--- config.mk ---
export PLATFORM = sky130hd
export DESIGN_NAME = fast_ethernet_line_coding
export DESIGN_NICKNAME = d
export VERILOG_FILES = /design/src/verilog/line_coding_pkg.sv /design/src/verilog/fast_ethernet_line_coding.sv
export SDC_FILE = /design/constraint.sdc
export NUM_CORES = 1
export LEC_CHECK = 0
export BUFFER_PORTS_ARGS = -buffer_cell sky130_fd_sc_hd__buf_2
export CAP_MARGIN = 10
export CORE_MARGIN = 2
export CORE_UTILIZATION = 42
export DETAILED_ROUTE_END_ITERATION = 6
export PLACE_DENSITY = 0.59
export SLEW_MARGIN = 30
export SYNTH_ARGS = -nofsm -noshare
export SYNTH_HDL_FRONTEND = slang
export SYNTH_SLANG_ARGS = --single-unit
--- constraint.sdc ---
create_clock -name clk -period 2 [get_ports clk]
set_input_delay 0.1 -clock clk [delete_from_list [all_inputs] [get_ports clk]]
set_output_delay 0.1 -clock clk [all_outputs]
set_load 0.02 [all_outputs]
--- src/verilog/line_coding_pkg.sv ---
// shared types, code groups and constants for the 100 Mb/s line coding block
package line_coding_pkg;
  localparam logic [4:0]  SYM_I       = 5'h1f;
  localparam logic [4:0]  SYM_J       = 5'h18;
  localparam logic [4:0]  SYM_K       = 5'h11;
  localparam logic [4:0]  SYM_T       = 5'h0d;
  localparam logic [4:0]  SYM_R       = 5'h07;
  localparam logic [4:0]  SYM_H       = 5'h04;
  localparam logic [3:0]  PREAMBLE    = 4'h5;
  localparam logic [2:0]  SYM_LAST    = 3'h4;
  localparam logic [2:0]  PRE2_AT     = 3'h2;
  localparam logic [5:0]  LOCK_LEN    = 6'h20;
  localparam logic [10:0] SCR_RESET   = 11'h7ff;
  localparam logic [5:0]  SEED_LOW    = 6'h3f;
  localparam logic [1:0]  MLT_ZERO_A  = 2'h0;

  typedef enum {TX_IDLE, TX_K, TX_DATA, TX_R} txState_e;
  typedef enum {RX_HUNT, RX_RECV, RX_WAITR} rxState_e;

  typedef struct packed {
    logic       en;
    logic       er;
    logic [3:0] data;
  } txMii_s;

  typedef struct packed {
    logic       dv;
    logic       er;
    logic [3:0] data;
  } rxMii_s;

  typedef struct packed {
    logic invalidSym;
    logic haltSeen;
    logic prematureEnd;
  } status_s;

  function automatic logic [4:0] encodeNibble(input logic [3:0] n);
    logic [4:0] s;
    s = SYM_I;
    case (n)
      4'h0: s = 5'h1e;
      4'h1: s = 5'h09;
      4'h2: s = 5'h14;
      4'h3: s = 5'h15;
      4'h4: s = 5'h0a;
      4'h5: s = 5'h0b;
      4'h6: s = 5'h0e;
      4'h7: s = 5'h0f;
      4'h8: s = 5'h12;
      4'h9: s = 5'h13;
      4'ha: s = 5'h16;
      4'hb: s = 5'h17;
      4'hc: s = 5'h1a;
      4'hd: s = 5'h1b;
      4'he: s = 5'h1c;
      default: s = 5'h1d;
    endcase
    return s;
  endfunction : encodeNibble

  // returns {isData, nibble}; isData low for control and invalid groups
  function automatic logic [4:0] decodeSymbol(input logic [4:0] s);
    logic [4:0] r;
    r = 5'h00;
    for (int i = 0; i < 16; i++) begin
      if (encodeNibble(4'(i)) == s) begin
        r = {1'b1, 4'(i)};
      end
    end
    return r;
  endfunction : decodeSymbol

  function automatic logic isControl(input logic [4:0] s);
    return (s == SYM_I) || (s == SYM_J) || (s == SYM_K) || (s == SYM_T) ||
           (s == SYM_R) || (s == SYM_H);
  endfunction : isControl
endpackage : line_coding_pkg

--- src/verilog/fast_ethernet_line_coding.sv ---
// 4b/5b coding, scrambling, nrzi and mlt-3 line stage with polarity correction
// Behaviour
// - nibbles coded to 5-bit groups and back
// - 16 data, 6 control, 10 invalid groups
// - halt for error, idle, J/K, T/R delimiters
// - invalid received group sets invalid flag
// - received halt sets halt flag
// - invalid groups sent only when enabled with error, or as raw groups in symbol mode
// - scramble transmit, descramble receive at 100M
// - transmit scrambler seeded from phy address
// - symbol mode bypasses scrambler and descrambler
// - transmit nrzi mapped to three levels
// - received three levels mapped back to nrzi
// - speed selects manchester or mlt-3 output
// - swapped receive polarity corrected automatically at 10M or during autoneg
// - J/K replace preamble, T/R after enable drops
// - J/K replaced by two preamble nibbles, aligns
// - nrzi encode transmit, nrzi decode receive
`timescale 1ns/1ps
`default_nettype none
module fast_ethernet_line_coding (
  input  wire logic                    clk,
  input  wire logic                    nrst,
  input  wire line_coding_pkg::txMii_s txMii,
  output logic                         txNibbleReq,
  input  wire logic [4:0]              txSymbol,
  input  wire logic                    symbolMode,
  input  wire logic                    txInvalidEn,
  input  wire logic                    speed10,
  input  wire logic                    autoNegActive,
  input  wire logic                    man10Data,
  input  wire logic [4:0]              phyAddr,
  input  wire logic                    statusClear,
  output line_coding_pkg::rxMii_s      rxMii,
  output logic [4:0]                   rxSymbol,
  output line_coding_pkg::status_s     detailed_status_reg,
  output logic                         polarityInverted,
  output logic                         line_tx_pos,
  output logic                         line_tx_neg,
  input  wire logic                    line_rx_pos,
  input  wire logic                    line_rx_neg
);
  import line_coding_pkg::*;

  // ---------------- transmit ----------------
  txState_e    txState_reg, txState_next;
  logic [2:0]  txCnt_reg, txCnt_next;
  logic [4:0]  txShift_reg, txShift_next;
  logic [10:0] txScr_reg, txScr_next;
  logic        seeded_reg, seeded_next;
  logic        txNrzi_reg, txNrzi_next;
  logic [1:0]  txMlt_reg, txMlt_next;
  logic        txPos_reg, txPos_next;
  logic        txNeg_reg, txNeg_next;
  logic        manPhase_reg, manPhase_next;
  logic [4:0]  addrSync1_reg, addrSync2_reg;
  logic        txKey, txBit, symLoad;
  logic [4:0]  txSym;

  assign symLoad     = (txCnt_reg == SYM_LAST);
  assign txNibbleReq = symLoad;
  assign txKey       = txScr_reg[10] ^ txScr_reg[8];
  assign txBit       = symbolMode ? txShift_reg[4] : txShift_reg[4] ^ txKey;

  always_comb begin
    txState_next = txState_reg;
    txSym        = SYM_I;
    if (symbolMode) begin
      txSym        = txSymbol;
      txState_next = TX_IDLE;
    end else begin
      case (txState_reg)
        TX_IDLE: begin
          if (txMii.en) begin
            txSym        = SYM_J;
            txState_next = TX_K;
          end
        end
        TX_K: begin
          txSym        = SYM_K;
          txState_next = TX_DATA;
        end
        TX_DATA: begin
          if (!txMii.en) begin
            txSym        = SYM_T;
            txState_next = TX_R;
          end else if (txMii.er) begin
            // only half the raw low groups are outside the table, giving a test pattern
            txSym = txInvalidEn ? {1'b0, txMii.data} : SYM_H;
          end else begin
            txSym = encodeNibble(txMii.data);
          end
        end
        TX_R: begin
          txSym        = SYM_R;
          txState_next = TX_IDLE;
        end
        default: txState_next = TX_IDLE;
      endcase
    end
  end

  always_comb begin
    txCnt_next    = symLoad ? 3'h0 : txCnt_reg + 3'h1;
    txShift_next  = symLoad ? txSym : {txShift_reg[3:0], 1'b0};
    seeded_next   = 1'b1;
    txScr_next    = seeded_reg ? {txScr_reg[9:0], txKey} : {addrSync2_reg, SEED_LOW};
    txNrzi_next   = txNrzi_reg ^ txBit;
    txMlt_next    = txNrzi_reg ? txMlt_reg + 2'h1 : txMlt_reg;
    manPhase_next = ~manPhase_reg;
    if (speed10) begin
      txPos_next = manPhase_reg ? ~man10Data : man10Data;
      txNeg_next = ~txPos_next;
    end else begin
      txPos_next = (txMlt_reg == 2'h1);
      txNeg_next = (txMlt_reg == 2'h3);
    end
  end

  always_ff @(posedge clk or negedge nrst) begin
    if (!nrst) begin
      txState_reg   <= TX_IDLE;
      txCnt_reg     <= 3'h0;
      txShift_reg   <= SYM_I;
      txScr_reg     <= SCR_RESET;
      seeded_reg    <= 1'b0;
      txNrzi_reg    <= 1'b0;
      txMlt_reg     <= MLT_ZERO_A;
      txPos_reg     <= 1'b0;
      txNeg_reg     <= 1'b0;
      manPhase_reg  <= 1'b0;
    end else begin
      txState_reg   <= symLoad ? txState_next : txState_reg;
      txCnt_reg     <= txCnt_next;
      txShift_reg   <= txShift_next;
      txScr_reg     <= txScr_next;
      seeded_reg    <= seeded_next;
      txNrzi_reg    <= txNrzi_next;
      txMlt_reg     <= txMlt_next;
      txPos_reg     <= txPos_next;
      txNeg_reg     <= txNeg_next;
      manPhase_reg  <= manPhase_next;
    end
  end

  // no reset: the strap is captured while nrst is low, so the seed sees it at release
  always_ff @(posedge clk) begin
    addrSync1_reg <= phyAddr;
    addrSync2_reg <= addrSync1_reg;
  end

  assign line_tx_pos = txPos_reg;
  assign line_tx_neg = txNeg_reg;

  // ---------------- receive ----------------
  logic [1:0]  rxSync1_reg, rxSync2_reg;
  logic        polInv_reg, polInv_next;
  logic        lineIdle_reg, lineIdle_next;
  logic [1:0]  rxLvl_reg, rxLvl_next;
  logic        rxNrzi_reg, rxNrzi_next;
  logic [10:0] rxScr_reg, rxScr_next;
  logic [5:0]  lockCnt_reg, lockCnt_next;
  logic [9:0]  rxWin_reg, rxWin_next;
  logic [2:0]  rxCnt_reg, rxCnt_next;
  logic        prePend_reg, prePend_next;
  rxState_e    rxState_reg, rxState_next;
  rxMii_s      rxMii_reg, rxMii_next;
  logic [4:0]  rxSym_reg, rxSym_next;
  status_s     stat_reg, stat_next;
  logic [1:0]  lvl;
  logic        nrziBit, nrzBit, rxKey, locked, plain;
  logic [4:0]  curSym, dec;

  // swapping the pair swaps which wire carries the positive pulse
  assign lvl     = polInv_reg ? {rxSync2_reg[0], rxSync2_reg[1]} : rxSync2_reg;
  assign nrziBit = (lvl != rxLvl_reg);
  assign nrzBit  = nrziBit ^ rxNrzi_reg;
  assign rxKey   = rxScr_reg[10] ^ rxScr_reg[8];
  assign locked  = (lockCnt_reg == LOCK_LEN);
  assign plain   = symbolMode ? nrzBit : nrzBit ^ rxKey;
  assign curSym  = {rxWin_reg[3:0], plain};
  assign dec     = decodeSymbol(curSym);

  always_comb begin
    polInv_next   = polInv_reg;
    lineIdle_next = (rxSync2_reg == 2'b00);
    // a pulse out of silence is a link pulse, positive when wired right
    if ((speed10 || autoNegActive) && lineIdle_reg && (rxSync2_reg != 2'b00) &&
        (rxSync2_reg != 2'b11)) begin
      polInv_next = rxSync2_reg[0];
    end
    rxLvl_next  = lvl;
    rxNrzi_next = nrziBit;
    // idle is all ones in clear, so unlocked the key is the inverted line
    rxScr_next  = {rxScr_reg[9:0], locked ? rxKey : ~nrzBit};
    if (locked) begin
      lockCnt_next = lockCnt_reg;
    end else if (~nrzBit == rxKey) begin
      lockCnt_next = lockCnt_reg + 6'h01;
    end else begin
      lockCnt_next = 6'h00;
    end
    rxWin_next   = {rxWin_reg[8:0], plain};
    rxCnt_next   = (rxCnt_reg == SYM_LAST) ? 3'h0 : rxCnt_reg + 3'h1;
    rxState_next = rxState_reg;
    prePend_next = prePend_reg;
    rxMii_next   = '0;
    rxSym_next   = rxSym_reg;
    stat_next    = stat_reg;
    if (statusClear) begin
      stat_next = '0;
    end
    case (rxState_reg)
      RX_HUNT: begin
        if ({rxWin_reg[8:0], plain} == {SYM_J, SYM_K}) begin
          rxMii_next   = '{dv: 1'b1, er: 1'b0, data: PREAMBLE};
          prePend_next = 1'b1;
          rxCnt_next   = 3'h0;
          rxState_next = RX_RECV;
        end
      end
      RX_RECV: begin
        if (prePend_reg && rxCnt_reg == PRE2_AT) begin
          rxMii_next   = '{dv: 1'b1, er: 1'b0, data: PREAMBLE};
          prePend_next = 1'b0;
        end
        if (rxCnt_reg == SYM_LAST) begin
          rxSym_next = curSym;
          if (dec[4]) begin
            rxMii_next = '{dv: 1'b1, er: 1'b0, data: dec[3:0]};
          end else if (curSym == SYM_T) begin
            rxState_next = RX_WAITR;
          end else if (curSym == SYM_I) begin
            rxMii_next             = '{dv: 1'b0, er: 1'b1, data: 4'h0};
            stat_next.prematureEnd = 1'b1;
            rxState_next           = RX_HUNT;
          end else if (curSym == SYM_H) begin
            rxMii_next         = '{dv: 1'b1, er: 1'b1, data: 4'h0};
            stat_next.haltSeen = 1'b1;
          end else if (isControl(curSym)) begin
            rxMii_next = '{dv: 1'b1, er: 1'b1, data: 4'h0};
          end else begin
            rxMii_next           = '{dv: 1'b1, er: 1'b1, data: 4'h0};
            stat_next.invalidSym = 1'b1;
          end
        end
      end
      RX_WAITR: begin
        if (rxCnt_reg == SYM_LAST) begin
          rxState_next = RX_HUNT;
        end
      end
      default: rxState_next = RX_HUNT;
    endcase
  end

  always_ff @(posedge clk or negedge nrst) begin
    if (!nrst) begin
      rxSync1_reg  <= 2'b00;
      rxSync2_reg  <= 2'b00;
      polInv_reg   <= 1'b0;
      lineIdle_reg <= 1'b1;
      rxLvl_reg    <= 2'b00;
      rxNrzi_reg   <= 1'b0;
      rxScr_reg    <= SCR_RESET;
      lockCnt_reg  <= 6'h00;
      rxWin_reg    <= 10'h3ff;
      rxCnt_reg    <= 3'h0;
      prePend_reg  <= 1'b0;
      rxState_reg  <= RX_HUNT;
      rxMii_reg    <= '0;
      rxSym_reg    <= SYM_I;
      stat_reg     <= '0;
    end else begin
      rxSync1_reg  <= {line_rx_pos, line_rx_neg};
      rxSync2_reg  <= rxSync1_reg;
      polInv_reg   <= polInv_next;
      lineIdle_reg <= lineIdle_next;
      rxLvl_reg    <= rxLvl_next;
      rxNrzi_reg   <= rxNrzi_next;
      rxScr_reg    <= rxScr_next;
      lockCnt_reg  <= lockCnt_next;
      rxWin_reg    <= rxWin_next;
      rxCnt_reg    <= rxCnt_next;
      prePend_reg  <= prePend_next;
      rxState_reg  <= rxState_next;
      rxMii_reg    <= rxMii_next;
      rxSym_reg    <= rxSym_next;
      stat_reg     <= stat_next;
    end
  end

  assign rxMii               = rxMii_reg;
  assign rxSymbol            = rxSym_reg;
  assign detailed_status_reg = stat_reg;
  assign polarityInverted    = polInv_reg;

  // ---------------- checks ----------------
  a_mlt_no_both: assert property (@(posedge clk) disable iff (!nrst) !(line_tx_pos && line_tx_neg))
    else $error("both line outputs high");
  a_mlt_hold_zero: assert property (@(posedge clk) disable iff (!nrst)
    !txNrzi_reg |=> txMlt_reg == $past(txMlt_reg)) else $error("mlt moved on zero");
  a_nibble_period: assert property (@(posedge clk) disable iff (!nrst)
    txNibbleReq |=> !txNibbleReq [*4] ##1 txNibbleReq) else $error("nibble period wrong");
  a_jk_start: assert property (@(posedge clk) disable iff (!nrst)
    symLoad && !symbolMode && txState_reg == TX_IDLE && txMii.en |=> txShift_reg == SYM_J
    ##5 txShift_reg == SYM_K) else $error("no J/K at frame start");
  a_halt_on_err: assert property (@(posedge clk) disable iff (!nrst)
    symLoad && !symbolMode && txState_reg == TX_DATA && txMii.en && txMii.er && !txInvalidEn
    |=> txShift_reg == SYM_H) else $error("error not sent as halt");
  a_invalid_flag: assert property (@(posedge clk) disable iff (!nrst)
    rxState_reg == RX_RECV && rxCnt_reg == SYM_LAST && !dec[4] && !isControl(curSym)
    |=> detailed_status_reg.invalidSym) else $error("invalid flag not set");
  a_halt_flag: assert property (@(posedge clk) disable iff (!nrst)
    rxState_reg == RX_RECV && rxCnt_reg == SYM_LAST && curSym == SYM_H
    |=> detailed_status_reg.haltSeen && rxMii.er) else $error("halt flag not set");
  a_pre_after_jk: assert property (@(posedge clk) disable iff (!nrst)
    rxState_reg == RX_HUNT && rxState_next == RX_RECV
    |=> rxMii.dv && rxMii.data == PREAMBLE ##3 rxMii.dv && rxMii.data == PREAMBLE)
    else $error("preamble not substituted");
  a_scr_bypass: assert property (@(posedge clk) disable iff (!nrst)
    symbolMode |=> txNrzi_reg == ($past(txNrzi_reg) ^ $past(txShift_reg[4])))
    else $error("scrambler not bypassed");
  a_seed_addr: assert property (@(posedge clk) disable iff (!nrst)
    !seeded_reg |=> txScr_reg == {$past(addrSync2_reg), SEED_LOW}) else $error("bad seed");
  c_frame_tx: cover property (@(posedge clk) disable iff (!nrst) txState_reg == TX_R);
  c_frame_rx: cover property (@(posedge clk) disable iff (!nrst) rxState_reg == RX_WAITR);
  c_pol_swap: cover property (@(posedge clk) disable iff (!nrst) $rose(polInv_reg));
  c_desc_lock: cover property (@(posedge clk) disable iff (!nrst) $rose(locked));
endmodule : fast_ethernet_line_coding
`default_nettype wire

# Yosys cells after proc, flatten, opt, wreduce, memory -nomap -nowiden
# Memories as Yosys holds them, arrays and structs flattened.
# Index checks and enable logic that the tools add are counted.
# W data, S select, Z words.
[totals] memories=1 regBits=153 input_bits=26 out_inout_bits=18 mem_bits_rw=0 mem_bits_ro=80 latch_bits=0
[mem_list] name="(name not given)" words=16 word_bits=5 rd=1 rd_ports_with_merged_regs=0 write_ports=0 line_no="line_coding_pkg.sv:41" text="case (n)"
[op_classes] div_mod_pow=0 shift=0 n_addsub=4 reduce_logical=19 n_eq_ne=45 order_cmp=0 multipliers=0 bitwise=10 mux=67
[ops] cell="$mux W32" n=9
[ops] cell="$pmux W32 S3" n=2
[ops] cell="$mux W5" n=20
[ops] cell="$eq A32 B2 Y1 const B" n=3
[ops] cell="$eq A32 B1 Y1 const B" n=2
[ops] cell="$logic_not A32 Y1" n=2
[ops] cell="$eq A5 B5 Y1 const A" n=11
[ops] cell="$mux W6" n=7
[ops] cell="$mux W3" n=10
[ops] cell="$eq A4 B5 Y1 const A" n=5
[ops] cell="$pmux W5 S4" n=1
[ops] cell="$eq A5 B5 Y1 const B" n=3
[ops] cell="$mux W1" n=12
[ops] cell="$ne A2 B2 Y1 const B" n=6
[ops] cell="$pmux W6 S2" n=1
[ops] cell="$mux W11" n=1
[ops] cell="$eq A10 B10 Y1 const B" n=1
[ops] cell="$eq A5 B3 Y1 const B" n=2
[ops] cell="$ne A3 B3 Y1 const B" n=3
[ops] cell="$add A3 B1 Y3 const B" n=2
[ops] cell="$add A6 B1 Y6 const B" n=1
[ops] cell="$eq A3 B3 Y1 const B" n=2
[ops] cell="$eq A6 B6 Y1 const B" n=1
[ops] cell="$logic_or A1 B1 Y1" n=6
[ops] cell="18 further kinds" n=32

# Longest topological paths before layout
[logic_depth] ltp_word=25 mapped_depth=9

# Worst setup path after synthesis
# Ideal clock, no wire load.
[synth_timing] path_type="reg-to-reg" start="reg rxSync2_reg[0]" end="reg rxState_reg[1]" t_arrival_ns=1.869 synth_period_minus_slack_ns=1.946 stages_incl_launch_ff=8 setup_slack_ns=0.054 cell_sequence="dfrtp_1 and4bb_1 o21a_1 a221oi_4 xnor2_2 nand3_1 or4_1 o21ai_1"
[synth_between] elab_chain_len=24
[synth_rtl] item="from (decl)" line_no="fast_ethernet_line_coding.sv:156" text="logic [1:0] rxSync1_reg, rxSync2_reg;"
[synth_rtl] item="from (signal assigned)" line_no="fast_ethernet_line_coding.sv:276" text="rxSync2_reg <= rxSync1_reg;"
[synth_rtl] item="$mux W2 (*)" line_no="fast_ethernet_line_coding.sv:175" text="assign lvl = polInv_reg ? {rxSync2_reg[0], rxSync2_reg[1]} : rxSync2_reg;"
[synth_rtl] item="$ne A2 B2 Y1 (*)" line_no="fast_ethernet_line_coding.sv:176" text="assign nrziBit = (lvl != rxLvl_reg);"
[synth_rtl] item="via nrziBit" line_no="fast_ethernet_line_coding.sv:171" text="logic nrziBit, nrzBit, rxKey, locked, plain;"
[synth_rtl] item="$xor A1 B1 Y1 (*)" line_no="fast_ethernet_line_coding.sv:177" text="assign nrzBit = nrziBit ^ rxNrzi_reg;"
[synth_rtl] item="$xor A1 B1 Y1" line_no="fast_ethernet_line_coding.sv:180" text="assign plain = symbolMode ? nrzBit : nrzBit ^ rxKey;"
[synth_rtl] item="$mux W1 (*)" line_no="fast_ethernet_line_coding.sv:180"
[synth_rtl] item="$eq A5 B5 Y1" line_no="line_coding_pkg.sv:67" text="if (encodeNibble(4'(i)) == s) begin"
[synth_rtl] item="$mux W5 (16 in a row)" line_no="line_coding_pkg.sv:67"
[synth_rtl] item="$ne A2 B2 Y1 (no line)"
[synth_rtl] item="$reduce_and A5 Y1 (no line)"
[synth_rtl] item="to (signal assigned)" line_no="fast_ethernet_line_coding.sv:286" text="rxState_reg <= rxState_next;"
[synth_rtl] item="to (decl)" line_no="fast_ethernet_line_coding.sv:166" text="rxState_e rxState_reg, rxState_next;"
# Mark *: on every way through the listed nets, which the timed path passes. The rest lies on a longest branch. The select of a mux whose other input is x is not followed.
# A chain may end at the register's enable or synchronous reset.

# Worst setup path after layout
# Ends and elaborated chain as after synthesis.

==> flow_metrics.tcl <==
set metrics [dict create \
    reg2reg_depth 7 \
    area_delta_synth_final_pct 20.11 \
    post-dp-hpwl_um 4444 \
    synth_most_common_cell "dfstp_2" \
    async_reset_ff_share_pct 89.25 \
    hold_viol_final 0 \
    cts_tree "built" \
    cts_sinks 93 \
    cts-htree-levels 3 \
    postRouteAntennaNets 0 \
    wl_met2_um 3018 \
    num_io_pins 44 \
    syn_nets 375 \
    num_rows 35 \
    power.total_w 0.005583 \
    path_cells "and4bb_1, o21a_1, a221oi_4, xnor2_2, nand3_1, or4_1, o21ai_1" \
    worstPathArrival_ns 2.28 \
    maxUsedRoutingLayer "met4" \
    netlist_instances 336 \
    wl_um 6427 \
    synth_flop_cell "dfstp_2" \
    grt_max_degree 44 \
    grt_pass1_vias 2406 \
    path_delay_family "simple AND/OR/NAND/NOR gates" \
    nets 444 \
    place_ws_ns -0.009181 \
    cts_root_buf "clkbuf_8" \
    yosysSeqAreaShare_pct 60.10 \
    final.min_clock_period_ns 1.994 \
    final-seq-area_um2 2330 \
    synth_edf_count 0 \
    final_layout_size_suffix_gt1_share_pct 33.66 \
    rsz0062_at_grt "yes" \
    portBuffers 43 \
    post-synth-top-area-cell "dfstp_2" \
    crit_path_top_delay_cell "dfrtp_1" \
    synth_area_um2 3876 \
    gp_congestion 0.7973 \
    period_share_pct 99.71 \
    finalSetupViolations 0 \
    cts_buffers 9 \
    startpoint_type "flip-flop" \
    drcViolationCount 0 \
    report.final.slew_viol_count 0 \
    status "complete, no violations" \
    p_leak_nw 2.073 \
    met1_length_um 3158 \
    hold_depth 3 \
    routed-wl-met3_um 192 \
    dieHeight_um 100.1 \
    path_max_fanout 5 \
    crit_required_ns 2.29 \
    drt-initial-drc-count 68 \
    post_drt_wl_per_cell_um 12.34 \
    fmax_mhz 501.5 \
    utilization_pct 51.11 \
    dr.pass1.iters 4 \
    synth_cell_type_count 53 \
    ff2ff_setup_slack_ns 0.006 \
    initial_core_util_pct 42.55 \
    vias 2515 \
    p_per_area_nw_per_um2 1199 \
    slew-limit-headroom_pct 63.64 \
    yosysTopAreaCellShare_pct 28.47 \
    grt_pass1_wl_um 11050 \
    critPathKind "flip-flop to flip-flop" \
    worst_pin_slew_ns 0.5454 \
    core_area_um2 9109 \
    hp-class "input pin to flip-flop" \
    grt.overflow.total 0 \
    hp-start "statusClear" \
    antenna_found_initial 0 \
    die_w_um 100.1 \
    min_to "detailed_status_reg[0]$_DFF_PN0_" \
    setup_ws_ns 0.005882 \
    diodes 0 \
    yosys-top-cells-area "dfstp_2 (28%), dfrtp_1 (26%), dfxtp_1 (5.2%)" \
    r2r-start "rxSync2_reg[0]$_DFF_PN0_" \
    crit_path_max_incr_delay_ns 0.42 \
    vdd_drop_max_mv 0.5475 \
    timing.rr.end "rxState_reg[1]$_DFFE_PN0P_" \
    drv_cap 0 \
    yosys_warnings 0 \
    clk_latency_ns 0.35 \
    die_area_um2 10010 \
    syn_area_per_cell_um2 11.54 \
    multiInputGateArea_um2 1459 \
    grt_usage_pct 13.88 \
    place_area_um2 4268 \
    synth_common_cells "dfstp_2 (42), dfrtp_1 (41), nand2_1 (38), nor2_1 (28), o21ai_0 (24)" \
    endpoint_kind "flip-flop" \
    cts.reportedPaths.clkPinSlew_ns 0.10 \
    synth_seq_cells 93 \
    cp_num_buf_inv 0 \
    finClkSkew_ns 0.009494 \
    fillers 832 \
    final_cell_area_um2 4656 \
    clk_path_buf_depth 2 \
    viasPerCell 4.827 \
]
[placed cells by master, fill, tap and decap left out, types with 10 or more instances in the layout]
cell / count
buf_2: 42
inv_1: 18
dfrtp_1: 41
xnor2_1: 10
dlygate4sd3_1: 10
ha_1: 13
dfstp_2: 42
nand2_1: 37
dfxtp_1: 10
nor2_1: 26
buf_4: 13
o21ai_0: 18
[cell type report]
cell class | count | area share, %
Clock buffer | 9 | 2.661
Clock inverter | 7 | 1.854
Inverter | 18 | 1.451
Multi-Input combinational cell | 215 | 31.34
Sequential cell | 93 | 50.04
Tap cell | 111 | 2.983
Timing Repair Buffer | 68 | 9.675
[tightest hold or removal path, delay by kind of cell]
kind,cells,cell delay [ns]
AOI/OAI and AO/OA,1,0.12
buffers and inverters,2,0.13
[metal layers]
layer	vias to the layer above	GRT usage (%)
met1	1195	18.66
li1	1277	-
met3	4	2.716
met5	-	0
met4	0	6.006
met2	39	22.09
[cell families after synthesis]
group	synth area share [%]
adders and majority gates	4.196
other	0.09674
xor gates and xnor gates	4.035
and+or+nand+nor	13.85
AOI/OAI and AO/OA	10.68
buffers and inverters	3.680
muxes	3.357
DFF	60.10
[report_power, final]
group,internal [W],switching (W),leakage (nW)
Clock,0.000516,0.000746,0.107
Combinational,0.000728,0.000894,0.926
Sequential,0.00240,0.000298,1.04
[worst max path at each step]
| stage | endpoint | slack, ns | cells past startpoint | from |
|---|---|---|---|---|
| 6_report | rxState_reg[1]$_DFFE_PN0P_ | 0.006 | 7 | rxSync2_reg[0]$_DFF_PN0_ |
| 5_1_grt | rxState_reg[1]$_DFFE_PN0P_ | -0.14 | 7 | rxSync2_reg[1]$_DFF_PN0_ |
| 4_1_cts | rxState_reg[1]$_DFFE_PN0P_ | 0.004 | 7 | rxSync2_reg[0]$_DFF_PN0_ |
| 3_5_place_dp | lockCnt_reg[3]$_DFFE_PN0P_ | -0.009 | 8 | rxSync2_reg[0]$_DFF_PN0_ |
| 3_3_place_gp | rxState_reg[1]$_DFFE_PN0P_ | 0.03 | 7 | rxSync2_reg[0]$_DFF_PN0_ |
| 2_1_floorplan | rxState_reg[1]$_DFFE_PN0P_ | 0.05 | 7 | rxSync2_reg[0]$_DFF_PN0_ |
[what timing repair did]
action                                  in CTS  in global routing
pin swaps                                    3                 11
endpoints found under the setup margin       3                 11
setup buffers                                0                  2
hold buffers                                10                  0
hold endpoints to repair                    35                  0
gates resized for setup                      3                 15
[through the flow]
| step | instances | setup TNS [ns] | hold slack [ns] |
|---|---|---|---|
| 2_1_floorplan | 336 | 0 | -0.1956 |
| 3_3_place_gp | 493 | 0 | 0.1268 |
| 3_5_place_dp | 493 | -0.009181 | 0.1360 |
| 4_1_cts | 519 | 0 | 0.01249 |
| 5_1_grt | 521 | -0.7058 | 0.02442 |
| 6_report | 521 | 0 | 0.02908 |
Power figures use the tool's default switching activity.
